[config.mk]
export PLATFORM = sky130hd
export DESIGN_NAME = cla_limit_alert
export DESIGN_NICKNAME = d
export VERILOG_FILES = /design/src/cla_pkg.sv /design/src/cla_limit_alert.sv
export SDC_FILE = /design/constraint.sdc
export NUM_CORES = 1
export LEC_CHECK = 0
export ABC_AREA = 1
export ABC_CLOCK_PERIOD_IN_PS = 1950
export BUFFER_PORTS_ARGS = -buffer_cell sky130_fd_sc_hd__buf_2
export CAP_MARGIN = 20
export CORE_MARGIN = 4
export CORE_UTILIZATION = 35
export CTS_CLUSTER_DIAMETER = 200
export CTS_CLUSTER_SIZE = 24
export DETAILED_ROUTE_END_ITERATION = 6
export GPL_TIMING_DRIVEN = 0
export PLACE_DENSITY = 0.68
export SLEW_MARGIN = 10
export SYNTH_ARGS = -nofsm -noshare
export SYNTH_HDL_FRONTEND = slang
export SYNTH_SLANG_ARGS = --single-unit
export TNS_END_PERCENT = 20
[constraint.sdc]
create_clock -name clk -period 1.95 [get_ports clk]
set_clock_uncertainty 0.1 [all_clocks]
set_input_delay 0.39 -clock clk [delete_from_list [all_inputs] [get_ports clk]]
set_output_delay 0.39 -clock clk [all_outputs]
set_load 0.01 [all_outputs]
[src/cla_pkg.sv]
// constants for the conversion limit alert register bank
// Notes on behaviour
// - channel 0 over flag sets on result above high limit, sticky until flag read
// - channel 0 under flag sets on result below low limit, sticky until flag read
// - channels 1..3 have same sticky flags in bits 7..2, channel 3 over topmost
// - written 12-bit low field forms low compare bits 15:4, resets to 0x800
// - low compare bits 3:0 are always zero
// - under alert when result below low compare value, never when above
// - written 12-bit high field forms high compare bits 15:4, resets to 0x7FF
// - high compare bits 3:0 are always ones
// - over alert when result above high compare value, never when below
// - register word bits 15:12 select the register, bits 11:0 carry the value; the count word uses all bits 15:0 for the count
package cla_pkg;
  localparam int          NUM_CHAN      = 4;
  localparam int          RES_W         = 16;
  localparam int          LIM_W         = 12;
  localparam int          SEL_W         = 4;
  localparam int          FLAG_W        = 2 * NUM_CHAN;
  // apb byte offsets
  localparam logic [7:0]  OFS_FLAGS     = 8'h00;
  localparam logic [7:0]  OFS_LOW       = 8'h04;
  localparam logic [7:0]  OFS_HIGH      = 8'h08;
  localparam logic [7:0]  OFS_CMD       = 8'h0C;
  localparam logic [7:0]  OFS_COUNT     = 8'h10;
  // register select codes carried in word bits 15:12
  localparam logic [3:0]  SEL_FLAGS     = 4'h1;
  localparam logic [3:0]  SEL_LOW       = 4'h2;
  localparam logic [3:0]  SEL_HIGH      = 4'h3;
  // field positions
  localparam int          SEL_LSB       = 12;
  localparam int          LIM_LSB       = 0;
  localparam int          LIM_POS       = 4;
  // reset and fixed values
  localparam logic [11:0] LOW_RESET     = 12'h800;
  localparam logic [11:0] HIGH_RESET    = 12'h7FF;
  localparam logic [3:0]  LOW_FILL      = 4'h0;
  localparam logic [3:0]  HIGH_FILL     = 4'hF;
  localparam logic [7:0]  FLAGS_RESET   = 8'h00;
  localparam logic [15:0] COUNT_RESET   = 16'h0000;
  localparam logic [31:0] RDATA_RESET   = 32'h0000_0000;
endpackage : cla_pkg

[src/cla_limit_alert.sv]
// apb register bank with per-channel limit compare and sticky alert flags
`timescale 1ns/1ps
module cla_limit_alert #(
  parameter int NUM_CHAN = cla_pkg::NUM_CHAN,
  parameter int RES_W    = cla_pkg::RES_W
) (
  input  wire logic                   clk,
  input  wire logic                   arst_n,
  input  wire logic                   psel,
  input  wire logic                   penable,
  input  wire logic                   pwrite,
  input  wire logic [7:0]             paddr,
  input  wire logic [31:0]            pwdata,
  output logic      [31:0]            prdata,
  output logic                        pready,
  output logic                        pslverr,
  input  wire logic                   conv_done,
  input  wire logic [RES_W-1:0]       conv_res0,
  input  wire logic [RES_W-1:0]       conv_res1,
  input  wire logic [RES_W-1:0]       conv_res2,
  input  wire logic [RES_W-1:0]       conv_res3,
  output logic      [2*NUM_CHAN-1:0]  alert_flags
);

  localparam int FW = 2 * NUM_CHAN;

  logic [cla_pkg::LIM_W-1:0] low_limit;
  logic [cla_pkg::LIM_W-1:0] high_limit;
  logic [FW-1:0]             flags;
  logic [15:0]               conv_count;
  logic [RES_W-1:0]          res [NUM_CHAN];
  logic [RES_W-1:0]          low_cmp;
  logic [RES_W-1:0]          high_cmp;
  logic [FW-1:0]             next_set;
  logic                      xfer_done;
  logic                      wr_done;
  logic                      rd_done;
  logic                      flag_rd;
  logic [FW-1:0]             clr_mask;
  logic                      mapped;
  logic [cla_pkg::SEL_W-1:0] wsel;
  logic [cla_pkg::LIM_W-1:0] wval;
  logic                      wr_low;
  logic                      wr_high;
  logic [31:0]               next_rdata;

  assign res[0] = conv_res0;
  assign res[1] = conv_res1;
  assign res[2] = conv_res2;
  assign res[3] = conv_res3;

  // widened compare values; fixed fill makes both limits inclusive of whole lsb step
  assign low_cmp  = {low_limit, cla_pkg::LOW_FILL};
  assign high_cmp = {high_limit, cla_pkg::HIGH_FILL};

  // results are two's complement, so 0x800 low / 0x7FF high reset means never alert
  genvar g;
  generate
    for (g = 0; g < NUM_CHAN; g++) begin : g_cmp
      assign next_set[2*g]   = conv_done && ($signed(res[g]) < $signed(low_cmp));
      assign next_set[2*g+1] = conv_done && ($signed(res[g]) > $signed(high_cmp));
    end
  endgenerate

  // apb handshake: pready is registered, so every access has no wait state
  assign xfer_done = psel && penable && pready;
  assign wr_done   = xfer_done && pwrite && !pslverr;
  assign rd_done   = xfer_done && !pwrite && !pslverr;
  assign flag_rd   = rd_done && (paddr == cla_pkg::OFS_FLAGS);
  // clear only what the read word showed; an alert landing on the setup edge
  // misses the snapshot and would otherwise vanish unseen
  assign clr_mask  = flag_rd ? prdata[FW-1:0] : '0;

  assign mapped = (paddr == cla_pkg::OFS_FLAGS) || (paddr == cla_pkg::OFS_LOW) ||
                  (paddr == cla_pkg::OFS_HIGH)  || (paddr == cla_pkg::OFS_CMD) ||
                  (paddr == cla_pkg::OFS_COUNT);

  assign wsel = pwdata[cla_pkg::SEL_LSB +: cla_pkg::SEL_W];
  assign wval = pwdata[cla_pkg::LIM_LSB +: cla_pkg::LIM_W];

  // select code must name the target; a mismatched word is dropped silently
  always_comb begin
    wr_low  = 1'b0;
    wr_high = 1'b0;
    if (wr_done) begin
      unique case (paddr)
        cla_pkg::OFS_LOW:  wr_low  = (wsel == cla_pkg::SEL_LOW);
        cla_pkg::OFS_HIGH: wr_high = (wsel == cla_pkg::SEL_HIGH);
        cla_pkg::OFS_CMD: begin
          wr_low  = (wsel == cla_pkg::SEL_LOW);
          wr_high = (wsel == cla_pkg::SEL_HIGH);
        end
        default: ;
      endcase
    end
  end

  always_comb begin
    next_rdata = cla_pkg::RDATA_RESET;
    unique case (paddr)
      cla_pkg::OFS_FLAGS: next_rdata[15:0] = {cla_pkg::SEL_FLAGS,
                                              {(cla_pkg::LIM_W - FW){1'b0}}, flags};
      cla_pkg::OFS_LOW:   next_rdata[15:0] = {cla_pkg::SEL_LOW, low_limit};
      cla_pkg::OFS_HIGH:  next_rdata[15:0] = {cla_pkg::SEL_HIGH, high_limit};
      cla_pkg::OFS_COUNT: next_rdata[15:0] = conv_count;
      default:            next_rdata = cla_pkg::RDATA_RESET;
    endcase
  end

  always_ff @(posedge clk or negedge arst_n) begin
    if (!arst_n) begin
      pready  <= 1'b0;
      pslverr <= 1'b0;
      prdata  <= cla_pkg::RDATA_RESET;
    end else begin
      pready  <= psel && !penable;
      pslverr <= psel && !penable && !mapped;
      if (psel && !penable) begin
        prdata <= next_rdata;
      end
    end
  end

  always_ff @(posedge clk or negedge arst_n) begin
    if (!arst_n) begin
      low_limit <= cla_pkg::LOW_RESET;
    end else if (wr_low) begin
      low_limit <= wval;
    end
  end

  always_ff @(posedge clk or negedge arst_n) begin
    if (!arst_n) begin
      high_limit <= cla_pkg::HIGH_RESET;
    end else if (wr_high) begin
      high_limit <= wval;
    end
  end

  // read clears, but an alert in the same cycle survives the clear
  always_ff @(posedge clk or negedge arst_n) begin
    if (!arst_n) begin
      flags <= cla_pkg::FLAGS_RESET;
    end else if (flag_rd) begin
      flags <= (flags & ~clr_mask) | next_set;
    end else begin
      flags <= flags | next_set;
    end
  end

  always_ff @(posedge clk or negedge arst_n) begin
    if (!arst_n) begin
      alert_flags <= cla_pkg::FLAGS_RESET;
    end else if (flag_rd) begin
      alert_flags <= (flags & ~clr_mask) | next_set;
    end else begin
      alert_flags <= flags | next_set;
    end
  end

  always_ff @(posedge clk or negedge arst_n) begin
    if (!arst_n) begin
      conv_count <= cla_pkg::COUNT_RESET;
    end else if (conv_done) begin
      conv_count <= conv_count + 16'h0001;
    end
  end
endmodule : cla_limit_alert

# After elaboration in Yosys (flattened, before gate mapping)
# Cells that the tools add are included.
word_totals:
  rom_bits: 0
  reg_bits: 66
  out_inout_bits: 42
  n_memories: 0
  latchBits: 0
  inputBits: 110
  ramBits: 0
  wordCells: 61
op_classes:
  n_mul: 0
  n_div: 0
  add_sub_neg: 1
  n_bitwise: 4
  muxes: 7
  n_eq_ne: 6
  reduce_logical: 28
  shift: 0
  n_lt_le_gt_ge: 8
ops:
  columns: ["cell", "n"]
  rows:
  - ["16-bit greater-than comparator", 4]
  - ["16-bit less-than comparator", 4]
  - ["16-bit one-hot mux with 4 select lines", 1]
  - ["1-bit logical AND", 17]
  - ["16-bit by 1-bit adder with 16-bit output, second input constant", 1]
  - ["8-bit by 4-bit == test with 1-bit output, second input constant", 2]
  - ["8-bit 2-to-1 mux", 2]
  - ["8-bit bitwise OR", 2]
  - ["8-bit AND", 1]
  - ["4-bit by 2-bit == test with 1-bit output, second input constant", 2]
  - ["8-bit by 3-bit == test with 1-bit output, second input constant", 1]
  - ["8-bit by 5-bit == test with 1-bit output, second input constant", 1]
  - ["8-bit zero test", 1]
  - ["8-bit NOT", 1]
  - ["1-bit zero test", 4]
  - ["1-bit logical OR", 4]
  - ["1-bit 2-to-1 mux", 4]
  - ["2-bit OR reduction", 2]

# Logic depth before layout (Yosys ltp)
# Gate-level depths: netlist of run 1.
logic_depth:
  word_depth: 10
  mapped_depth: 11
  depth_no_buf: 11

# Worst setup path after synthesis of run 1
# Ideal clock, no wire load.
synth_timing:
  path_type: "flip-flop to flip-flop"
  startpoint: "reg low_limit[11] in the netlist's numbering"
  endpoint: "reg flags[0]"
  setup_time_ps: 117
  synth_period_minus_slack_ps: 1705
  required_ps: 1733
  arrival_time_ps: 1487
  n_path_buf: 0
  path_stages_with_launch: 12
  setup_slack_ps: 245
  path_cell_list: "dfstp_2 -> inv_1 -> ha_1 -> nand2_1 -> nor2_1 -> nand2_1 -> nor2_1 -> nand2_1 -> nand2_1 -> nand2_1 -> nand3_1 -> nand2_1"
synth_via:
  elab_chain_len: 4
  word_cells_on_any_way: 5
  classes_between: "order compare (1); mux (1); bitwise (2); reduce/logical (1)"
synth_rtl:
  columns: ["item", "line_no", "source"]
  rows:
  - ["start, declared", "cla_limit_alert.sv:27", "logic [cla_pkg::LIM_W-1:0] low_limit;"]
  - ["start signal, assigned", "cla_limit_alert.sv:126", "low_limit <= cla_pkg::LOW_RESET;"]
  - ["start signal, assigned", "cla_limit_alert.sv:128", "low_limit <= wval;"]
  - ["16-bit less-than comparator (*)", "cla_limit_alert.sv:60", "assign next_set[2*g] = conv_done && ($signed(res[g]) < $signed(low_cmp));"]
  - ["1-bit logical AND (*)", "cla_limit_alert.sv:60", null]
  - ["8-bit bitwise OR, on equally long branches", "cla_limit_alert.sv:147, cla_limit_alert.sv:145", null]
  - ["8-bit 2-to-1 mux (*)", "cla_limit_alert.sv:144", "end else if (flag_rd) begin"]
  - ["end signal, assigned", "cla_limit_alert.sv:143", "flags <= cla_pkg::FLAGS_RESET;"]
  - ["end signal, assigned", "cla_limit_alert.sv:145", "flags <= (flags & ~clr_mask) | next_set;"]
  - ["end signal, assigned", "cla_limit_alert.sv:147", "flags <= flags | next_set;"]
  - ["end, declared", "cla_limit_alert.sv:29", "logic [FW-1:0] flags;"]
# Mark *: on every way between the ends. The rest lies on a longest branch, timed or not.
# A chain may end at the register's enable or synchronous reset.

# Worst setup path after layout of run 1
layout_timing:
  startpoint: "reg low_limit[11] in the netlist's numbering"
  endpoint: "reg flags[6]"
# The elaborated chain is that of the path after synthesis.

==> metrics, run 1 <==
failing checks setup timing; period utilisation layout 107%; clock slew seen by the registers of the worst setup and hold paths 50 ps; Sinks on Clock Net 66; Final Critical Period 2090 ps; launching element type of the critical path flop; Die Width 138 microns; synthesis-to-finish area growth 24.9%; DIE AREA 19,000 sq um; starting density of the core 35.7%; Post-Synthesis Mean Instance Area 7.13 sq um; outcome complete, but fails checks; count of maximum capacitance violations 0; Hold Vio Cnt, Final 0; placed wire-length estimate 13,900 microns; top cell type by total area after synthesis dfrtp_1; start of the worst register-to-register path low_limit[11]$_DFFE_PN1P_; final weighted congestion of routability-driven global placement 0.842; worst voltage drop across the vdd grid 0.391 mV; unrepaired setup endpoints after global routing true; number of vias after detailed routing 5,587; Worst setup startpoint low_limit[11]$_DFFE_PN1P_; Clock Tree Buf Depth 2; Synth area leaders dfrtp_1 23%, ha_1 20%, nand2_1 19%; TritonRoute pass-1 iters 5; Data required, critical path 2060 ps; number of global-route vias before repair 5,119; critical path capture point type flop; power density over the cells 517 nW/um^2; netlist area before placement 5910 sq um; Port-buffer cells 118; Clock Latency Late Sink 330 ps; Cell variety after synth 33; DRC violation count after routing 0; EDFF count, synth 0; Seq/Total Area, Yosys 28.2%; maximum fanout along the worst path 4; setup-violating endpoint count in the final report 7; initial antenna violation count 0; cell count of the worst hold path 3; flop and latch count out of synthesis 66; post-detailed-route wirelength per cell 14.2 microns; crit path to flags[6]$_DFF_PN0_; row count 47; Final Net Count 1,188; worst slew margin relative to its limit 51.9%; depth of the worst register-to-register path 12; worst-case register-to-register setup slack -140 ps; kind of critical path flop to flop; DRC violation total after the first TritonRoute iteration 420; root cell of the clock tree clkbuf_16; predominant post-synthesis flop cell dfrtp_1; share of final-layout standard cells stronger than drive strength 1 24.6%; diode count 0; drt via density 4.62; data arrival time of the critical path 2200 ps; share of the synthesized area in the top cell type 22.8%; wire length of the first global-routing pass 26,200 microns; final number of max-transition violations 0; fraction of synthesis flops using an asynchronous set or reset pin 100%; Non-Filler Instances 1,209; fmax 479 MHz; area inside the core boundary 16,600 sq um; deepest level of the CTS H-tree 3; Post-Place Setup Slack -162 ps; global route total overflow 0; Cell Count Post-Placement 1,183; min-delay worst type input port to flop; floorplan die height 138 microns; Ys Warns 0; Leak Pwr 4.00 nW; synthesized instance count 829; ANT nets after route 0; pin count of the biggest net entering global routing 57; transition at the pin with the smallest max-transition slack 717 ps; clock buffers created by TritonCTS 9; Top-Level Pins 152; Crit Reg-Reg Endpoint flags[6]$_DFF_PN0_; minimum setup slack in the final design -136 ps; total wirelength of the detailed-routed design 17,100 microns; overall track demand over capacity in global routing 17.8%; clock tree from TritonCTS done
## kinds of logic after synthesis
| kind of cell | share of synthesized area, % |
|---|---|
| xor+xnor | 1.78 |
| other cells | 0.0634 |
| fa+ha+maj | 19.7 |
| buf+inv | 11.8 |
| flops | 28.2 |
| compound gates | 8.27 |
| simple gates | 30.3 |
## registers in the layout, summed over array words and instances (netlist names)
register / flops
flags: 8
high_limit: 12
pready: 1
conv_count: 16
pslverr: 1
low_limit: 12
prdata: 16
## layer usage
layer	part of all wire (%)	track usage, %
met5	0	0
met4	0.84	2.69
met3	5.6	2.98
met2	48	30.5
met1	45	24.2
## where the power goes
part | leakage [nW] | internal [W] | switching (W)
combinational | 3.07 | 0.000339 | 0.000492
sequential | 0.807 | 0.00146 | 0.0000781
clock | 0.130 | 0.000888 | 0.000562
total | 4.00 | 0.00268 | 0.00113
## final cells by class
| cell class | count | area, sq um |
|---|---|---|
| timing repair buffer | 130 | 713 |
| tap | 220 | 275 |
| fill | 1731 | 9200 |
| inverter | 133 | 507 |
| clock buffer | 13 | 250 |
| sequential | 66 | 1670 |
| buffer | 26 | 196 |
| multi-input combinational | 619 | 3760 |
| clock inverter | 2 | 13.8 |
## cells in the mapped netlist, types with 2 or more instances
library cell and count:
xor2_1 10, o31ai_1 2, nor2_2 4, nand4_2 2, inv_2 3, o211ai_1 3
o21ai_1 13, nor3b_1 3, inv_1 130, buf_6 4, nor2_4 3, a21oi_1 32
o21ai_2 15, dfstp_2 12, xnor2_1 2, nor3_1 7, nor3_4 3, o21ai_0 19
nand3_1 46, nor2_1 33, clkbuf_1 3, dfrtp_1 54, nor3_2 2, ha_1 93
nand2_1 306, buf_4 18
## stage by stage
| step | TNS, ps | power [W] | instance area, sq um | utilization [%] | hold slack, ps |
|---|---|---|---|---|---|
| 2_1_floorplan | 0 | 0.00205 | 5970 | - | -5.59 |
| 3_3_place_gp | -707 | 0.00231 | 6840 | 41.2 | 357 |
| 3_5_place_dp | -913 | 0.00234 | 6870 | 41.4 | 144 |
| 4_1_cts | -559 | 0.00381 | 7280 | 43.9 | 223 |
| 5_1_grt | -1310 | 0.00403 | 7380 | 44.5 | 236 |
| 6_report | -409 | 0.00382 | 7380 | 44.5 | 221 |
## cell usage in the layout (no fill, tap or decap), types with 2 or more instances in the layout
cell type and instances:
a21oi_1 29, a21oi_2 3, buf_2 118, buf_4 27, buf_6 6, clkbuf_1 6
clkbuf_16 9, clkinvlp_4 2, conb_1 16, dfrtp_1 54, dfstp_2 12, ha_1 88
ha_4 5, inv_1 126, inv_2 5, nand2_1 302, nand2_2 3, nand2_4 2
nand3_1 41, nand3_2 5, nand4_2 2, nor2_1 27, nor2_2 9, nor2_4 4
nor3_1 3, nor3_2 6, nor3_4 3, nor3b_1 3, o211ai_1 3, o21ai_0 19
o21ai_1 13, o21ai_2 15, o31ai_1 2, xnor2_1 2, xor2_1 10
## critical path, cell delays in order, from the launching register on
cell and delay (ps):
dfstp_2 560, clkinvlp_4 220, buf_6 200, ha_4 280
nand2_4 50, nor2_4 110, nand2_1 50, nor2_1 80
nand2_1 70, nand2_1 60, nand2_1 50, nand3_2 90
nand2_1 60
## how the worst min path moves through the flow
stage | start | slack, ps | end
after floorplan | arst_n | -6 | conv_count[0]$_DFFE_PN0P_
after global placement | conv_count[13]$_DFFE_PN0P_ | 360 | conv_count[13]$_DFFE_PN0P_
after detailed placement | arst_n | 140 | prdata[9]$_DFFE_PN0P_
after CTS | pwdata[2] | 220 | high_limit[2]$_DFFE_PN1P_
after global routing | pwdata[1] | 240 | high_limit[1]$_DFFE_PN1P_
final | pwdata[1] | 220 | high_limit[1]$_DFFE_PN1P_
## timing repair
action,CTS,global route
endpoints found under the setup margin,7,8
gates cloned,0,0
pin swaps,11,6
hold endpoints to repair,10,0
resized for setup,20,15
setup buffers,4,6
hold buffers,1,0
No activity file was read; power rests on OpenSTA's default activity.
==> inputs of run 2 (changes only) <==
--- a/config.mk
+++ b/config.mk
@@ -9,13 +9,15 @@
 export ABC_CLOCK_PERIOD_IN_PS = 1950
 export BUFFER_PORTS_ARGS = -buffer_cell sky130_fd_sc_hd__buf_2
 export CAP_MARGIN = 20
+export CELL_PAD_IN_SITES_DETAIL_PLACEMENT = 1
+export CELL_PAD_IN_SITES_GLOBAL_PLACEMENT = 2
 export CORE_MARGIN = 4
-export CORE_UTILIZATION = 35
+export CORE_UTILIZATION = 30
 export CTS_CLUSTER_DIAMETER = 200
 export CTS_CLUSTER_SIZE = 24
 export DETAILED_ROUTE_END_ITERATION = 6
 export GPL_TIMING_DRIVEN = 0
-export PLACE_DENSITY = 0.68
+export PLACE_DENSITY = 0.93
 export SLEW_MARGIN = 10
 export SYNTH_ARGS = -nofsm -noshare
 export SYNTH_HDL_FRONTEND = slang
==> metrics, run 2 (synthesis gave the netlist of run 1 again) <==
pin count of the biggest net entering global routing 42; Clock Tree Buf Depth 2; met2 Usage GRT 31.6%; most frequent cell on the critical path nand2_1; critical path capture point type flop; crit path to flags[2]$_DFF_PN0_; row count 51; floorplan die height 148 microns; failing checks setup timing; DIE AREA 22,000 sq um; post-detailed-route wirelength per cell 15.5 microns; global route total overflow 0; Die Width 148 microns; cell type of the slowest stage on the worst timing path dfstp_2; clock buffers created by TritonCTS 9; ANT nets after route 0; minimum setup slack in the final design -37.2 ps; area inside the core boundary 19,400 sq um; grt peak-use layer met2; maximum fanout along the worst path 4; depth of the worst register-to-register path 12; final instance area 7520 sq um; Post-Place Setup Slack -161 ps; setup-violating endpoint count in the final report 3; Worst setup startpoint low_limit[11]$_DFFE_PN1P_; commonest non-fill, non-tap cells in the layout 296 x nand2_1, 123 x inv_1, 119 x buf_2, 89 x ha_1, 54 x dfrtp_1; final number of max-transition violations 0; placed wire-length estimate 16,100 microns; number of vias after detailed routing 5,767; clock tree from TritonCTS done; worst-case register-to-register setup slack -40 ps; Hold Vio Cnt, Final 0; start of the worst register-to-register path low_limit[11]$_DFFE_PN1P_; met1 usage in global routing 22.6%; data arrival time of the critical path 2110 ps; overall track demand over capacity in global routing 17.9%; root cell of the clock tree clkbuf_16; deepest level of the CTS H-tree 3; worst voltage drop across the vdd grid 0.449 mV; synthesis-to-finish area growth 27.2%; min-delay worst type input port to flop; Data required, critical path 2070 ps; Setup TNS Final -79.3 ps; clock slew seen by the registers of the worst setup and hold paths 60 ps; cell count of the worst hold path 3; register area 1670 sq um; outcome complete, but fails checks; diode count 0; Placed Instance Area 6920 sq um; transition at the pin with the smallest max-transition slack 799 ps; power density over the cells 553 nW/um^2; Leak Pwr 4.03 nW; fmax 503 MHz; largest registers ranked by flip-flop count conv_count: 16 flops, prdata: 16 flops; Final Net Count 1,186; count of maximum capacitance violations 0; Sinks on Clock Net 66; met3 track demand over resource in global routing 3.44%; starting density of the core 30.5%; wire length of the first global-routing pass 31,200 microns; cells along the critical path clkinvlp_4 > buf_12 > ha_4 > nand2_1 > nor2_2 > nand2_1 > nor2_2 > nand2_1 > nand2_1 > nand2_1 > nand3_2 > nand2_1; share of final-layout standard cells stronger than drive strength 1 26.6%; Final Critical Period 1990 ps; initial antenna violation count 0; drt via density 4.60; DRC violation count after routing 0; area of combinational cells with multiple inputs 3810 sq um; Crit Reg-Reg Endpoint flags[2]$_DFF_PN0_; period utilisation layout 102%; worst slew margin relative to its limit 46.4%; launching element type of the critical path flop; DRC violation total after the first TritonRoute iteration 185; kind of critical path flop to flop; most frequent standard cell in the layout excluding fill and tap cells nand2_1; TritonRoute pass-1 iters 4; final-layout fill cell count 2,522; largest stage delay on the critical path 550 ps; Top-Level Pins 152; total wirelength of the detailed-routed design 19,400 microns; beginning of the worst hold path pwdata[1]; number of global-route vias before repair 6,147; Clock Latency Late Sink 330 ps; Port-buffer cells 118; unrepaired setup endpoints after global routing true; final weighted congestion of routability-driven global placement 0.833
## run 2: cell count changes in the layout (fill, tap and decap cells not counted), sizes merged
cell      previous run  this run
bufinv               0         2
clkinvlp             2         3
buf                152       150
clkbuf              16        14
## run 2: worst min path at each step
stage                                 endpoint  slack (ps)
finish               high_limit[1]$_DFFE_PN1P_         210
global route         high_limit[2]$_DFFE_PN1P_         230
CTS                  high_limit[1]$_DFFE_PN1P_         210
detailed placement  conv_count[15]$_DFFE_PN0P_         230
global placement    conv_count[13]$_DFFE_PN0P_         360
floorplan            conv_count[0]$_DFFE_PN0P_          -6
## run 2: repair_timing
| item | in CTS | in global routing |
|---|---|---|
| buffers inserted | 6 | 1 |
| endpoints found under the hold margin | 18 | 0 |
| resized for setup | 31 | 23 |
| pin swaps | 10 | 10 |
| hold buffers | 1 | 0 |
| endpoints found under the setup margin | 7 | 8 |
## run 2: layout make-up
cell class / count / share of cell area (%)
Multi-Input combinational cell: 619 / 50.6
Sequential cell: 66 / 22.1
Timing Repair Buffer: 128 / 9.21
Inverter: 133 / 6.73
Tap cell: 265 / 4.41
Clock buffer: 11 / 3.23
Buffer: 26 / 2.61
Clock inverter: 5 / 1.03
## run 2: per-stage QoR
stage          utilization [%]  total power [W]  hold WS, ps  instances
2_1_floorplan                -          0.00205        -5.59        844
3_3_place_gp              35.5          0.00234          358       1227
3_5_place_dp              35.7          0.00239          229       1229
4_1_cts                   38.4          0.00417          214       1252
5_1_grt                   38.8          0.00439          234       1253
6_report                  38.8          0.00416          212       1253
## run 2: power by group
part	total (W)	leakage, nW	switching (W)	internal (W)
Sequential	0.00154	0.807	0.0000804	0.00146
Combinational	0.000877	3.07	0.000534	0.000343
Clock	0.00175	0.156	0.000597	0.00115
Total	0.00416	4.03	0.00121	0.00295
## run 2: worst max-delay path: cells and delay by family, from the launching register on
kind,cells,cell delay (ps)
AND/OR/NAND/NOR,9,690
buffers and inverters,2,250
flip-flops,1,550
adder cells (fa/ha/maj),1,270
## run 2: metal layers
| layer | part of all wire, % | up-vias |
|---|---|---|
| met3 | 4.7 | 29 |
| li1 | - | 2898 |
| met4 | 2.2 | 0 |
| met1 | 44 | 2717 |
| met2 | 49 | 123 |
| met5 | 0 | - |
==> inputs of run 3 (changes only) <==
--- a/config.mk
+++ b/config.mk
@@ -18,6 +18,7 @@
 export DETAILED_ROUTE_END_ITERATION = 6
 export GPL_TIMING_DRIVEN = 0
 export PLACE_DENSITY = 0.93
+export RECOVER_POWER = 50
 export SLEW_MARGIN = 10
 export SYNTH_ARGS = -nofsm -noshare
 export SYNTH_HDL_FRONTEND = slang
==> metrics, run 3 (synthesis gave the netlist of run 1 again) <==
outcome complete, but fails checks; failing checks setup timing; Non-Filler Instances 1,253; Clock Latency Late Sink 330 ps; initial antenna violation count 0; number of vias after detailed routing 5,763; worst slew margin relative to its limit 47.9%; power density over the cells 554 nW/um^2; transition at the pin with the smallest max-transition slack 775 ps; launching element type of the critical path flop; Setup TNS Final -57.5 ps; final-layout fill cell count 2,522; deepest level of the CTS H-tree 3; critical path capture point type flop; Final Net Count 1,186; min-delay worst type input port to flop; Worst setup startpoint low_limit[11]$_DFFE_PN1P_; Leak Pwr 4.01 nW; drt via density 4.60; worst voltage drop across the vdd grid 0.449 mV; total number of cells along the worst setup path 12; fraction of the core area covered by cells at the end of the flow 38.7%; Die Width 148 microns; clock tree from TritonCTS done; synthesis-to-finish area growth 26.9%; count of maximum capacitance violations 0; largest stage delay on the critical path 550 ps; Hold Vio Cnt, Final 0; Top-Level Pins 152; cell type of the slowest stage on the worst timing path dfstp_2; ANT nets after route 0; kind of critical path flop to flop; share of final-layout standard cells stronger than drive strength 1 26.1%; setup-violating endpoint count in the final report 2; data arrival time of the critical path 2110 ps; worst-case register-to-register setup slack -40 ps; Port-buffer cells 118; total wirelength of the detailed-routed design 19,400 microns; final weighted congestion of routability-driven global placement 0.833; Data required, critical path 2070 ps; Cell Count Post-Placement 1,229; maximum fanout along the worst path 4; DRC violation total after the first TritonRoute iteration 189; floorplan die height 148 microns; most frequent cell on the critical path nand2_1; period utilisation layout 102%; Post-Place Setup Slack -161 ps; pin count of the biggest net entering global routing 42; diode count 0; clock buffers created by TritonCTS 9; crit path to flags[2]$_DFF_PN0_; most frequent standard cell in the layout excluding fill and tap cells nand2_1; CP bufs+invs 2; commonest non-fill, non-tap cells in the layout 296 x nand2_1, 123 x inv_1, 114 x buf_2, 89 x ha_1, 54 x dfrtp_1; clock slew seen by the registers of the worst setup and hold paths 60 ps; Sinks on Clock Net 66; wire length of the first global-routing pass 31,200 microns; global route total overflow 0; start of the worst register-to-register path low_limit[11]$_DFFE_PN1P_; placed wire-length estimate 16,100 microns; number of global-route vias before repair 6,147; post-detailed-route wirelength per cell 15.5 microns; TritonRoute pass-1 iters 4; final number of max-transition violations 0; DIE AREA 22,000 sq um; DRC violation count after routing 0; fmax 503 MHz; cell class contributing the biggest share of worst-path delay simple AND/OR/NAND/NOR gates; root cell of the clock tree clkbuf_16; row count 51; starting density of the core 30.5%; cells along the critical path clkinvlp_4 > buf_12 > ha_4 > nand2_1 > nor2_2 > nand2_1 > nor2_2 > nand2_1 > nand2_1 > nand2_1 > nand3_2 > nand2_1; area inside the core boundary 19,400 sq um; unrepaired setup endpoints after global routing true; overall track demand over capacity in global routing 17.9%; Final Critical Period 1990 ps; depth of the worst register-to-register path 12; Crit Reg-Reg Endpoint flags[2]$_DFF_PN0_; largest registers ranked by flip-flop count conv_count: 16 flops, prdata: 16 flops; minimum setup slack in the final design -37.4 ps; Clock Tree Buf Depth 2
==> run 3: cell count changes in the layout (fill, tap and decap cells not counted) <==
cell,delta
buf_12,-1
buf_2,-5
clkbuf_1,+5
clkbuf_2,+1
==> run 3: through the flow <==
step | total power [W] | hold WS [ps] | cell area (sq um)
6_report | 0.00416 | 213 | 7500
2_1_floorplan | 0.00205 | -5.59 | 5970
4_1_cts | 0.00417 | 214 | 7450
3_5_place_dp | 0.00239 | 229 | 6920
3_3_place_gp | 0.00234 | 358 | 6890
5_1_grt | 0.00439 | 234 | 7500
==> run 3: how the worst min path moves through the flow <==
stage	start	endpoint	depth (start not counted)
finish	pwdata[1]	high_limit[1]$_DFFE_PN1P_	3
global route	pwdata[2]	high_limit[2]$_DFFE_PN1P_	3
detailed placement	arst_n	conv_count[15]$_DFFE_PN0P_	1
floorplan	arst_n	conv_count[0]$_DFFE_PN0P_	0
CTS	pwdata[1]	high_limit[1]$_DFFE_PN1P_	3
global placement	conv_count[13]$_DFFE_PN0P_	conv_count[13]$_DFFE_PN0P_	2
==> run 3: what timing repair did <==
action / 4_1_cts / 5_1_grt
hold endpoints to repair: 18 / 0
setup endpoints to repair: 7 / 8
hold buffers: 1 / 0
buffers inserted: 6 / 1
gates resized for setup: 31 / 23
pin swaps: 10 / 10
==> run 3: report_power, final <==
part / internal, W / switching (W)
Combinational: 0.000338 / 0.000533
Clock: 0.00115 / 0.000597
Sequential: 0.00146 / 0.0000825
==> run 3: layout make-up <==
class                      count  area, sq um  share of cell area, %
multi-input combinational    619         3810                   50.8
clock buffer                  11          243                   3.23
tap                          265          332                   4.42
inverter                     133          507                   6.75
clock inverter                 5         77.6                   1.03
sequential                    66         1670                   22.2
timing repair buffer         128          672                   8.95
buffer                        26          196                   2.62
==> run 3: worst min-delay path, cell delays in order <==
cell     delay [ps]
buf_2           100
inv_1            80
o21ai_1          80
==> run 3: metal layers <==
metal	up-vias	global-route usage (%)	routed length, microns
met1	2704	22.6	8420
met3	30	3.44	1040
met5	-	0	0
li1	2896	-	-
met2	133	31.6	9550
met4	0	4.67	427
